## config.mk

```make
export PLATFORM = sky130hd
export DESIGN_NAME = ide_channel_timing_control
export DESIGN_NICKNAME = d
export VERILOG_FILES = /design/src/core/ide_timing_pkg.sv /design/src/core/ide_channel_timing_control.sv /design/src/core/ide_strobe_engine.sv
export VERILOG_INCLUDE_DIRS = /design/src /design/src/core
export SDC_FILE = /design/constraint.sdc
export NUM_CORES = 1
export LEC_CHECK = 0
export BUFFER_PORTS_ARGS = -buffer_cell sky130_fd_sc_hd__buf_2
export CAP_MARGIN = 20
export CORE_MARGIN = 2
export CORE_UTILIZATION = 60
export CTS_CLUSTER_SIZE = 20
export DETAILED_ROUTE_END_ITERATION = 8
export PLACE_DENSITY = 0.88
export SYNTH_ARGS = -nofsm -noshare
export SYNTH_HDL_FRONTEND = slang
export SYNTH_SLANG_ARGS = --single-unit
export TNS_END_PERCENT = 50
```

## constraint.sdc

```tcl
create_clock -name clock_i -period 7.1 [get_ports clock_i]
set_input_delay 1.42 -clock clock_i [delete_from_list [all_inputs] [get_ports clock_i]]
set_output_delay 1.42 -clock clock_i [all_outputs]
set_load 0.05 [all_outputs]
```

## src/core/ide_timing_map.svh

```systemverilog
`ifndef IDE_TIMING_MAP_SVH
`define IDE_TIMING_MAP_SVH

// ********************************************************************
// Register placement and reset
// ********************************************************************
`define TIMING_REG_OFFSET 8'h44
`define TIMING_RESET      32'hd460d460

// ********************************************************************
// Field layout inside one 16-bit channel half
// ********************************************************************
`define HALF_PRI    15:0
`define HALF_SEC    31:16
`define F_SPEED     15:14
`define F_DMA_OFF   13:12
`define F_DMA_ON    11:10
`define F_PIO_OFF   9:7
`define F_PIO_ON    6:4
`define F_SETUP     6:5
`define B_READY_EN  3
`define B_POST      2
`define B_LOOKAHEAD 1
`define B_ATAPI     0
`define SPEED_SLOW  2'h3
`define DMA_FLD_DEF 2'h1

// ********************************************************************
// Drive register decode
// ********************************************************************
`define DATA_REG_ADDR    3'h0
`define CMD_REG_ADDR     3'h7
`define ATAPI_PACKET_CMD 8'ha0

// ********************************************************************
// Strobe timing in clocks
// ********************************************************************
`define NONDATA_CLKS  5'h0a
`define DMA_CLK_TBL   '{5'h01, 5'h02, 5'h03, 5'h04, 5'h05, 5'h06, 5'h07, 5'h08, \
                        5'h09, 5'h0a, 5'h0b, 5'h0c, 5'h0e, 5'h0f, 5'h10, 5'h14}
`define PIO_CLK_TBL   '{5'h01, 5'h02, 5'h03, 5'h04, 5'h08, 5'h09, 5'h0a, 5'h0c}
`define SETUP_CLK_TBL '{2'h1, 2'h2, 2'h3, 2'h3}

`endif

```

## src/core/ide_timing_pkg.sv

```systemverilog
`default_nettype none
package ide_timing_pkg;
  typedef logic [15:0] half_cfg_type;
  typedef enum logic [1:0] {ST_IDLE, ST_SETUP, ST_ACTIVE, ST_RECOVER} strobe_state_type;
endpackage
`default_nettype wire

```

## src/core/ide_channel_timing_control.sv

```systemverilog
`timescale 1ns/1ps
`default_nettype none
`include "ide_timing_map.svh"
// Function
// - ATAPI prefetch bit set lets prefetch run during A0h commands; clear suppresses it.
// - Prefetch decode: lookahead 0 none, 1/0 non-ATAPI only, 1/1 all commands.
// - DMA recovery clocks from speed class and off field: 1-12, then 14/15/16/20.
// - DMA active clocks from speed class and on field, same mapping as recovery.
// - PIO off field codes map to 1,2,3,4,8,9,10,12 clocks.
// - PIO on field codes map to 1,2,3,4,8,9,10,12 clocks.
// - Non-data drive register accesses always use 10 active clocks.
// - Non-data drive register accesses always use 10 recovery clocks.
// - Address setup from top two PIO-on bits: 1, 2, or 3 clocks.
// - Ready sampling on holds PIO strobes while drive ready is low (DMA strobes are never held); off ignores it.
// - Write posting posts data register writes only, never non-data writes.
// - Lookahead bit enables PIO read prefetch; clear means no prefetch at all.
// - Primary half layout: speed 15-14, DMA 13-10, PIO 9-4, flags 3-0.
// - Secondary channel uses the same layout in bits 31-16.
module ide_channel_timing_control (
  input  wire logic             clock_i,
  input  wire logic             rst_b_i,
  input  wire logic             cfg_sel_i,
  input  wire logic [7:0]       cfg_addr_i,
  input  wire logic             cfg_we_i,
  input  wire logic [3:0]       cfg_be_i,
  input  wire logic [31:0]      cfg_wdata_i,
  output logic      [31:0]      cfg_rdata_o,
  input  wire logic [1:0]       xfer_req_i,
  input  wire logic [1:0]       xfer_dma_i,
  input  wire logic [1:0]       xfer_write_i,
  input  wire logic [1:0][2:0]  xfer_reg_i,
  input  wire logic [1:0][7:0]  xfer_byte_i,
  output logic      [1:0]       xfer_ready_o,
  output logic      [1:0]       xfer_done_o,
  input  wire logic [1:0]       drive_ready_i,
  output logic      [1:0]       rw_strobe_o,
  output logic      [1:0]       addr_valid_o,
  output logic      [1:0]       prefetch_allow_o,
  output logic      [1:0]       write_post_o,
  output logic      [1:0]       atapi_cmd_o
);
  import ide_timing_pkg::*;

  // ******************************************************************
  // Reset release
  // ******************************************************************
  // Release is synchronised so all flops leave reset on the same edge
  // Entry stays asynchronous so a stopped clock cannot hold off reset
  logic rst_meta_q;
  logic rst_n;
  always_ff @(posedge clock_i or negedge rst_b_i) begin
    if (!rst_b_i) begin
      rst_meta_q <= 1'b0;
      rst_n      <= 1'b0;
    end else begin
      rst_meta_q <= 1'b1;
      rst_n      <= rst_meta_q;
    end
  end

  // ******************************************************************
  // Timing configuration word
  // ******************************************************************
  logic [31:0] timing_q;
  logic        cfg_hit;
  assign cfg_hit = cfg_sel_i && (cfg_addr_i == `TIMING_REG_OFFSET);

  // Byte lanes written independently; both halves share one layout
  always_ff @(posedge clock_i or negedge rst_n) begin
    if (!rst_n) begin
      timing_q <= `TIMING_RESET;
    end else if (cfg_hit && cfg_we_i) begin
      for (int b = 0; b < 4; b++) begin
        if (cfg_be_i[b]) begin
          timing_q[b*8 +: 8] <= cfg_wdata_i[b*8 +: 8];
        end
      end
    end
  end

  // Read data registered; unmapped offsets read as zero
  always_ff @(posedge clock_i or negedge rst_n) begin
    if (!rst_n) begin
      cfg_rdata_o <= 32'h0000_0000;
    end else if (cfg_sel_i && !cfg_we_i) begin
      cfg_rdata_o <= cfg_hit ? timing_q : 32'h0000_0000;
    end
  end

  // ******************************************************************
  // Drive ready synchronisers
  // ******************************************************************
  // Reset to ready so no false stretch follows reset; only the first flop reads the pin
  logic [1:0] ready_meta_q;
  logic [1:0] ready_sync_q;
  always_ff @(posedge clock_i or negedge rst_n) begin
    if (!rst_n) begin
      ready_meta_q <= 2'h3;
      ready_sync_q <= 2'h3;
    end else begin
      ready_meta_q <= drive_ready_i;
      ready_sync_q <= ready_meta_q;
    end
  end

  // ******************************************************************
  // Per channel strobe timing and FIFO policy
  // ******************************************************************
  half_cfg_type half [2];
  assign half[0] = timing_q[`HALF_PRI];
  assign half[1] = timing_q[`HALF_SEC];

  logic [1:0] atapi_q;
  logic [1:0] cmd_seen;

  genvar ch;
  generate
    for (ch = 0; ch < 2; ch++) begin : g_chan
      logic is_data;
      assign is_data = (xfer_reg_i[ch] == `DATA_REG_ADDR);

      ide_strobe_engine u_engine (
        .clock_i    (clock_i),
        .rst_n_i    (rst_n),
        .cfg_i      (half[ch]),
        .req_i      (xfer_req_i[ch]),
        .dma_i      (xfer_dma_i[ch]),
        .data_reg_i (is_data),
        .ready_i    (ready_sync_q[ch]),
        .idle_o     (xfer_ready_o[ch]),
        .strobe_o   (rw_strobe_o[ch]),
        .addr_o     (addr_valid_o[ch]),
        .done_o     (xfer_done_o[ch])
      );

      // A command write decides whether the command now running is a packet command
      assign cmd_seen[ch] = xfer_ready_o[ch] && xfer_req_i[ch] && !xfer_dma_i[ch] &&
                            xfer_write_i[ch] && (xfer_reg_i[ch] == `CMD_REG_ADDR);

      always_ff @(posedge clock_i or negedge rst_n) begin
        if (!rst_n) begin
          atapi_q[ch] <= 1'b0;
        end else if (cmd_seen[ch]) begin
          atapi_q[ch] <= (xfer_byte_i[ch] == `ATAPI_PACKET_CMD);
        end
      end

      // Policy outputs registered so they change one clock after the config or command
      always_ff @(posedge clock_i or negedge rst_n) begin
        if (!rst_n) begin
          prefetch_allow_o[ch] <= 1'b0;
          write_post_o[ch]     <= 1'b0;
        end else begin
          prefetch_allow_o[ch] <= half[ch][`B_LOOKAHEAD] &&
                                  (!atapi_q[ch] || half[ch][`B_ATAPI]);
          write_post_o[ch]     <= half[ch][`B_POST] && xfer_req_i[ch] &&
                                  xfer_write_i[ch] && !xfer_dma_i[ch] && is_data;
        end
      end
    end
  endgenerate

  assign atapi_cmd_o = atapi_q;
endmodule
`default_nettype wire

```

## src/core/ide_strobe_engine.sv

```systemverilog
`timescale 1ns/1ps
`default_nettype none
`include "ide_timing_map.svh"
module ide_strobe_engine (
  input  wire logic                       clock_i,
  input  wire logic                       rst_n_i,
  input  wire ide_timing_pkg::half_cfg_type cfg_i,
  input  wire logic                       req_i,
  input  wire logic                       dma_i,
  input  wire logic                       data_reg_i,
  input  wire logic                       ready_i,
  output logic                            idle_o,
  output logic                            strobe_o,
  output logic                            addr_o,
  output logic                            done_o
);
  import ide_timing_pkg::*;

  localparam logic [4:0] DMA_TBL [16] = `DMA_CLK_TBL;
  localparam logic [4:0] PIO_TBL [8]  = `PIO_CLK_TBL;
  localparam logic [1:0] SET_TBL [4]  = `SETUP_CLK_TBL;

  strobe_state_type state_q;
  logic [4:0]       cnt_q;
  logic [4:0]       act_len_q;
  logic [4:0]       rec_len_q;
  logic             dma_q;
  logic             done_q;
  logic [4:0]       act_len_d;
  logic [4:0]       rec_len_d;
  logic [1:0]       setup_len;
  logic             stretch;

  // ******************************************************************
  // Length selection, sampled when a request is taken
  // ******************************************************************
  always_comb begin
    setup_len = SET_TBL[cfg_i[`F_SETUP]];
    if (dma_i) begin
      act_len_d = DMA_TBL[{cfg_i[`F_SPEED], cfg_i[`F_DMA_ON]}];
      rec_len_d = DMA_TBL[{cfg_i[`F_SPEED], cfg_i[`F_DMA_OFF]}];
    end else if (!data_reg_i) begin
      act_len_d = `NONDATA_CLKS;
      rec_len_d = `NONDATA_CLKS;
    end else begin
      act_len_d = PIO_TBL[cfg_i[`F_PIO_ON]];
      rec_len_d = PIO_TBL[cfg_i[`F_PIO_OFF]];
    end
  end

  // Stretch only PIO cycles; DMA pacing does not use the ready line
  assign stretch = cfg_i[`B_READY_EN] && !dma_q && !ready_i;

  // ******************************************************************
  // Strobe sequencer
  // ******************************************************************
  always_ff @(posedge clock_i or negedge rst_n_i) begin
    if (!rst_n_i) begin
      state_q   <= ST_IDLE;
      cnt_q     <= 5'h00;
      act_len_q <= 5'h01;
      rec_len_q <= 5'h01;
      dma_q     <= 1'b0;
      done_q    <= 1'b0;
    end else begin
      done_q <= 1'b0;
      unique case (state_q)
        ST_IDLE: begin
          if (req_i) begin
            act_len_q <= act_len_d;
            rec_len_q <= rec_len_d;
            dma_q     <= dma_i;
            if (dma_i) begin
              state_q <= ST_ACTIVE;
              cnt_q   <= act_len_d - 5'h01;
            end else begin
              state_q <= ST_SETUP;
              cnt_q   <= {3'h0, setup_len} - 5'h01;
            end
          end
        end
        ST_SETUP: begin
          if (cnt_q == 5'h00) begin
            state_q <= ST_ACTIVE;
            cnt_q   <= act_len_q - 5'h01;
          end else begin
            cnt_q <= cnt_q - 5'h01;
          end
        end
        ST_ACTIVE: begin
          if (cnt_q != 5'h00) begin
            cnt_q <= cnt_q - 5'h01;
          end else if (!stretch) begin
            state_q <= ST_RECOVER;
            cnt_q   <= rec_len_q - 5'h01;
          end
        end
        ST_RECOVER: begin
          // Next strobe waits for the whole recovery count
          if (cnt_q == 5'h00) begin
            state_q <= ST_IDLE;
            done_q  <= 1'b1;
          end else begin
            cnt_q <= cnt_q - 5'h01;
          end
        end
      endcase
    end
  end

  assign idle_o   = (state_q == ST_IDLE);
  assign strobe_o = (state_q == ST_ACTIVE);
  assign addr_o   = (state_q != ST_IDLE);
  assign done_o   = done_q;

  logic [5:0] on_cnt_q;
  logic [5:0] off_cnt_q;
  logic       str_seen_q;
  always_ff @(posedge clock_i or negedge rst_n_i) begin
    if (!rst_n_i) begin
      on_cnt_q   <= 6'h00;
      off_cnt_q  <= 6'h00;
      str_seen_q <= 1'b0;
    end else begin
      on_cnt_q   <= strobe_o ? on_cnt_q + 6'h01 : 6'h00;
      off_cnt_q  <= (state_q == ST_RECOVER) ? off_cnt_q + 6'h01 : 6'h00;
      str_seen_q <= strobe_o && stretch;
    end
  end
endmodule
`default_nettype wire

```

==> flow_metrics.py, run 1 <==
metrics = {
    "outcome": {
        "run_status": "finished, final reports clean",
    },
    "critical_path": {
        "path_buf_inv": 3,
        "end_kind": "output pin",
        "slowest_delay_ns": 0.54,
        "path_cells": "inv_1, ha_1, clkinv_1, buf_2",
        "cp_slowest_cell": "ha_1",
        "required_ns": 5.68,
        "critPathMaxFanout": 14,
        "crit_family": "buffers and inverters",
        "worstPathArrival_ns": 2.28,
        "crit_type": "reg2out",
        "start_kind": "flip-flop",
    },
    "power": {
        "finalPower_uw": 2510,
        "max-vdd-ir-drop_mv": 0.212,
        "leakagePower_uw": 0.00381,
        "cellPowerDensity_nw_per_um2": 332,
    },
    "global_routing": {
        "grt_max_degree": 60,
        "grt_pass1_vias": 5375,
        "grt_pass1_wl_um": 26300,
        "gr-total-overflow": 0,
        "antenna_found_initial": 1,
        "grt_util_all_layers_pct": 29.7,
    },
    "finish": {
        "final_area_um2": 7540,
        "layout_commonest_cell": "buf_2",
        "final_cell_mix": "123 x buf_2, 93 x dfrtp_1, 48 x nand2_1",
        "area_growth_pct": 19.0,
        "fin_nets": 846,
        "drive_gt1_share_pct": 25.9,
        "nFillCells": 735,
        "final_core_util_pct": 73.4,
    },
    "clock_network": {
        "insertion_delay_ns": 0.52,
        "cts_made_buffers": 17,
        "cts_setup_buffers": 0,
        "clk_pin_slew_ns": 0.06,
        "h-tree-depth": 4,
        "cts_hold_buf": 0,
        "cts.sinks": 114,
        "clockBufferDepth": 2,
        "cts_tree": "yes",
        "clock-root-buffer": "clkbuf_8",
        "post_cts_resized": 0,
    },
    "drt": {
        "highest_layer": "met4",
        "remaining_drc_errors": 0,
        "vias": 5268,
        "drtAntennaViolNets": 0,
        "wl_per_cell_um": 17.8,
        "dr.pass1.iters": 8,
        "drt_wl_total_um": 15600,
        "wl_met2_um": 7760,
        "dr_wl_met3_um": 1090,
        "wl_met1_um": 6430,
        "drt_iter0_drc": 411,
        "routed_via_density": 6.02,
    },
    "synthesis": {
        "synthMuxAreaShare_pct": 8.15,
        "synth_compound_area_share_pct": 17.3,
        "syn_area_um2": 6340,
        "synthSimpleGateAreaFrac_pct": 12.4,
        "syn-instance-count": 619,
        "yosys.area_share.adder_pct": 8.48,
        "synth_top_family_by_area": "compound AO/OA/AOI/OAI gates",
        "synth_nets": 740,
        "synthFlopType": "dfrtp_1",
        "synth.avg_cell_area_um2": 10.2,
        "async_flop_share_pct": 100,
        "ys_types": 65,
        "synth-seq-cells": 114,
        "synth_edf_count": 0,
        "synth_xor_area_share_pct": 2.49,
        "yosysSeqAreaShare_pct": 45.4,
        "yosys_warnings": 0,
    },
    "floorplan": {
        "io_pins": 124,
        "die-width_um": 107,
        "start_util_pct": 61.7,
        "die_y_um": 107,
        "num_rows": 37,
        "placeableCoreArea_um2": 10300,
        "die_area_um2": 11400,
    },
    "timing": {
        "worst_slack_ns": 3.40,
        "relSlewSlack_pct": 50.4,
        "rsz0062_at_grt": "no",
        "setup_tns_ns": 0,
        "finalCritPeriodShare_pct": 52.0,
        "slew_violations": 0,
        "hold_viol": 0,
        "post-route-min-period_ns": 3.70,
        "setup_violations": 0,
        "tightest_slew_ns": 0.737,
        "finalClockSkew_ns": 0.0112,
        "fmax_mhz": 271,
    },
    "hold_path": {
        "holdCritPathClass": "reg2reg",
    },
    "placed_design": {
        "dp_hpwl_um": 11000,
        "port_buffers": 123,
        "gp_congestion": 0.953,
        "pre_cts_slack_ns": 3.61,
        "dpl_cell_area_um2": 6950,
    },
    "flow_run": {
        "maxCapViolCount": 0,
    },
}
==> power by group <==
group	internal (uW)	switching [uW]	leakage, uW
Combinational	312	501	0.00205
Clock	551	293	0.000289
Sequential	751	98.6	0.00147
==> worst paths after layout <==
check / cells past startpoint / slack (ns) / start / endpoint
max: 4 / 3.40 / g_chan[0].u_engine.state_q[1] / addr_valid_o[0]
min: 0 / 0.35 / ready_meta_q[1] / ready_sync_q[1]
max reg2reg: 5 / 4.44 / g_chan[1].u_engine.state_q[0] / atapi_cmd_o[1]
min reg2reg: 0 / 0.35 / ready_meta_q[1] / ready_sync_q[1]
max in group asynchronous: 1 / 5.55 / rst_n / g_chan[1].u_engine.cnt_q[2]
min in group asynchronous: 0 / 0.37 / rst_n / cfg_rdata_o[10]
==> per-layer routing <==
layer  up-vias  track usage, %
li1       2420               -
met1      2581            37.8
met2       234            49.3
met3        33            7.54
met4         0            10.6
met5         -               0
==> per-stage QoR <==
stage / cells / hold WS [ns]
after detailed placement: 842 / 0.348
after floorplan: 619 / 0.331
after global placement: 842 / 0.336
final: 875 / 0.351
after global routing: 875 / 0.358
after CTS: 874 / 0.358
==> synth_stat cells, drive strengths merged (5+ instances only) <==
cell     n  share of area [%]
nand3   12               0.95
nor3    14                1.1
xor2    13                1.8
clkbuf  19                1.1
ha      43                8.5
mux2    37                6.6
a21o     6               0.71
a21oi   26                2.2
dfstp   20                8.3
nand2   52                3.2
nor2    27                1.6
dfrtp   94                 37
a22oi   12                1.4
o21ai   48                3.8
xnor2    5               0.69
nor4     5               0.49
mux2i   10                1.6
buf     20                2.0
inv     43                2.5
a22o    32                4.4
o22ai    5               0.49
nand2b   5               0.49
==> cell families (layout without fill, tap and decap cells) <==
group           Yosys count  count (layout)
simple gates            152             152
flops                   114             114
compound gates          161             161
other cells               1               2
xor+xnor                 18              18
fa+ha+maj                43              43
mux                      47              47
buf+inv                  83             202
==> registers in the layout, summed over array words and instances, names as in the netlist <==
signal,count
timing_q,32
cfg_rdata_o,32
ready_meta_q,2
g_chan.u_engine.done_o,2
g_chan.u_engine.rec_len_q,10
atapi_cmd_o,2
g_chan.u_engine.dma_q,2
g_chan.u_engine.act_len_q,10
g_chan.u_engine.cnt_q,10
prefetch_allow_o,2
write_post_o,2
rst_meta_q,1
rst_n,1
ready_sync_q,2
g_chan.u_engine.state_q,4
==> worst reg2reg max path, delay by kind of cell, from the launching register on <==
| kind | cells | cell delay, ns |
|---|---|---|
| AOI/OAI and AO/OA | 1 | 0.18 |
| adders and majority gates | 1 | 0.47 |
| buffers and inverters | 1 | 0.11 |
| DFF | 1 | 0.42 |
| and+or+nand+nor | 2 | 1.32 |
==> area by class of cell <==
class | instances | area, um^2 | area share [%]
clock buffer | 22 | 453 | 6.00
sequential | 114 | 2880 | 38.2
timing repair buffer | 126 | 638 | 8.46
inverter | 44 | 165 | 2.19
antenna | 1 | 2.50 | 0.0332
clock inverter | 10 | 135 | 1.79
tap | 136 | 170 | 2.26
multi-input combinational | 422 | 3100 | 41.1
(Power assumes the default switching activity.)
==> run 2, diff against run 1 <==
--- a/config.mk
+++ b/config.mk
@@ -6,13 +6,14 @@
 export SDC_FILE = /design/constraint.sdc
 export NUM_CORES = 1
 export LEC_CHECK = 0
+export ABC_AREA = 1
 export BUFFER_PORTS_ARGS = -buffer_cell sky130_fd_sc_hd__buf_2
 export CAP_MARGIN = 20
 export CORE_MARGIN = 2
-export CORE_UTILIZATION = 60
+export CORE_UTILIZATION = 51
 export CTS_CLUSTER_SIZE = 20
 export DETAILED_ROUTE_END_ITERATION = 8
-export PLACE_DENSITY = 0.88
+export PLACE_DENSITY = 0.79
 export SYNTH_ARGS = -nofsm -noshare
 export SYNTH_HDL_FRONTEND = slang
 export SYNTH_SLANG_ARGS = --single-unit
==> constraint.sdc (replaced) <==
create_clock -name clock_i -period 3.38 [get_ports clock_i]
set_input_delay 0.676 -clock clock_i [delete_from_list [all_inputs] [get_ports clock_i]]
set_output_delay 0.676 -clock clock_i [all_outputs]
set_load 0.05 [all_outputs]
==> flow_metrics.py, run 2 <==
metrics = {
    "critical_path": {
        "regToRegStartpoint": "g_chan[0].u_engine.state_q[0]",
        "r2r_setup_slack_ns": 1.16,
        "start_kind": "flip-flop",
        "critPathMaxFanout": 8,
        "required_ns": 2.70,
        "worstPathArrival_ns": 1.88,
        "r2r-end": "g_chan[0].u_engine.rec_len_q[1]",
        "crit_type": "reg2out",
        "reg2regPathDepth": 7,
        "cp-endpoint": "addr_valid_o[1]",
        "setup.worst_path.start": "g_chan[1].u_engine.state_q[0]",
        "end_kind": "output pin",
    },
    "floorplan": {
        "die_area_um2": 14000,
        "start_util_pct": 52.5,
        "die_y_um": 118,
        "num_rows": 41,
        "placeableCoreArea_um2": 12700,
        "io_pins": 124,
        "die-width_um": 118,
    },
    "finish": {
        "area_growth_pct": 20.0,
        "drive_gt1_share_pct": 21.1,
        "antenna_cells": 0,
        "reg.largest.list": "cfg_rdata_o: 32 flops, timing_q: 32 flops",
        "nFillCells": 1153,
        "layout_commonest_cell": "nand2_1",
        "final_area_um2": 8020,
        "final_cell_mix": "237 x nand2_1, 123 x buf_2, 102 x o21ai_0",
        "fin_nets": 1087,
    },
    "synthesis": {
        "ys_types": 45,
        "synth_top_area_cell": "dfrtp_1",
        "synth-seq-cells": 114,
        "synth.avg_cell_area_um2": 7.85,
        "yosys_warnings": 0,
        "synth_top_cell_area_share_pct": 35.2,
        "syn-instance-count": 851,
        "syn_area_um2": 6680,
        "synth_nets": 972,
        "async_flop_share_pct": 100,
        "synthTopCellsByCount": "237 x nand2_1, 102 x o21ai_0, 94 x dfrtp_1",
        "synth_area_leaders": "dfrtp_1 35%, nand2_1 13%, ha_1 8.1%, dfstp_2 7.9%, o21ai_0 7.6%",
        "synth_edf_count": 0,
        "synthFlopType": "dfrtp_1",
        "yosysSeqAreaShare_pct": 43.1,
        "yosysMostFrequentCell": "nand2_1",
    },
    "global_routing": {
        "grt_util_all_layers_pct": 25.0,
        "antenna_found_initial": 0,
        "gr-total-overflow": 0,
        "grt_pass1_vias": 5796,
        "grt_max_degree": 75,
        "grt_pass1_wl_um": 28200,
    },
    "clock_network": {
        "cts_tree": "yes",
        "post_cts_resized": 0,
        "cts_hold_buf": 0,
        "h-tree-depth": 4,
        "clock-root-buffer": "clkbuf_16",
        "cts_setup_buffers": 0,
        "clk_pin_slew_ns": 0.05,
        "cts.sinks": 114,
        "cts_made_buffers": 17,
        "insertion_delay_ns": 0.42,
        "clockBufferDepth": 2,
    },
    "drt": {
        "drt_iter0_drc": 422,
        "dr.pass1.iters": 4,
        "routed_via_density": 5.29,
        "vias": 6094,
        "wl_per_cell_um": 14.5,
        "remaining_drc_errors": 0,
        "drtAntennaViolNets": 0,
        "drt_wl_total_um": 16700,
    },
    "placed_design": {
        "gp_congestion": 0.883,
        "port_buffers": 123,
        "dpl_cell_area_um2": 7390,
        "dp_hpwl_um": 12100,
    },
    "power": {
        "finalPower_uw": 5480,
        "cellPowerDensity_nw_per_um2": 684,
        "max-vdd-ir-drop_mv": 0.308,
        "leakagePower_uw": 0.00412,
    },
    "timing": {
        "rsz0062_at_grt": "no",
        "hold_viol": 0,
        "finalClockSkew_ns": 0.00825,
        "finalCritPeriodShare_pct": 75.6,
        "tightest_slew_ns": 0.529,
        "fmax_mhz": 392,
        "relSlewSlack_pct": 64.7,
        "post-route-min-period_ns": 2.55,
        "setup_tns_ns": 0,
        "slew_violations": 0,
        "setup_violations": 0,
    },
    "outcome": {
        "run_status": "finished, final reports clean",
    },
    "flow_run": {
        "maxCapViolCount": 0,
    },
    "hold_path": {
        "holdCritPathClass": "in2async",
    },
}
[run 2: cell types whose count changed after synthesis, sizes merged, moves of 8 or more]
cell   previous run  this run
nand2            52       247
a22o             32         0
nor2             27        48
mux2             37         2
xor2             13         4
mux2i            10         1
o21ai            48       102
nand3            12        85
inv              43        87
a21oi            26        18
a22oi            12         4
nor3             14         6
[run 2: per-layer routing]
layer	up-vias	track usage, %	wire (um)
met1	2809	35.9	8080
met4	0	9.82	385
met5	-	0	0
met3	25	5.41	1020
met2	230	37.0	7260
li1	3030	-	-
[run 2: worst min-delay path by stage]
| stage | from | end | slack, ns | cells after the start |
|---|---|---|---|---|
| after global placement | rst_n | cfg_rdata_o[11] | 0.32 | 0 |
| after CTS | rst_b_i | rst_n | 0.02 | 1 |
| after detailed placement | rst_n | cfg_rdata_o[11] | 0.32 | 0 |
| after global routing | rst_b_i | rst_n | 0.02 | 1 |
| final | rst_b_i | rst_n | 0.03 | 1 |
| after floorplan | rst_meta_q | rst_n | 0.33 | 0 |
[run 2: critical path, cell delays in order (launching register included)]
cell      delay, ns
dfrtp_1        0.40
inv_1          0.11
ha_1           0.34
clkinv_1       0.31
buf_2          0.30
[run 2: cell type report]
type | count | area (um^2) | share of cell area (%)
Clock buffer | 19 | 443 | 5.53
Multi-Input combinational cell | 615 | 3290 | 41.0
Clock inverter | 13 | 184 | 2.29
Sequential cell | 114 | 2880 | 35.9
Tap cell | 172 | 215 | 2.68
Inverter | 89 | 334 | 4.17
Timing Repair Buffer | 129 | 673 | 8.40
[run 2: kinds of logic after synthesis]
kind of cell / after synthesis / synth area share (%)
fa+ha+maj: 43 / 8.05
simple gates: 401 / 26.1
compound gates: 155 / 12.8
buf+inv: 122 / 7.79
flops: 114 / 43.1
other cells: 1 / 0.0561
xor+xnor: 12 / 1.57
mux: 3 / 0.487
[run 2: metrics by stage]
stage	utilization, %	cells	setup slack, ns	hold WS, ns
floorplan	-	851	0.00394	0.331
global placement	58.1	1119	1.11	0.320
detailed placement	58.1	1119	1.05	0.323
CTS	63.0	1151	0.803	0.0197
global route	63.0	1151	0.682	0.0168
finish	63.0	1151	0.826	0.0285
[run 2: report_power, final]
| part | switching, uW | leakage (uW) | internal [uW] | total (uW) |
|---|---|---|---|---|
| clock network | 640 | 0.000299 | 1250 | 1890 |
| logic | 1190 | 0.00235 | 649 | 1840 |
| registers | 164 | 0.00147 | 1590 | 1750 |
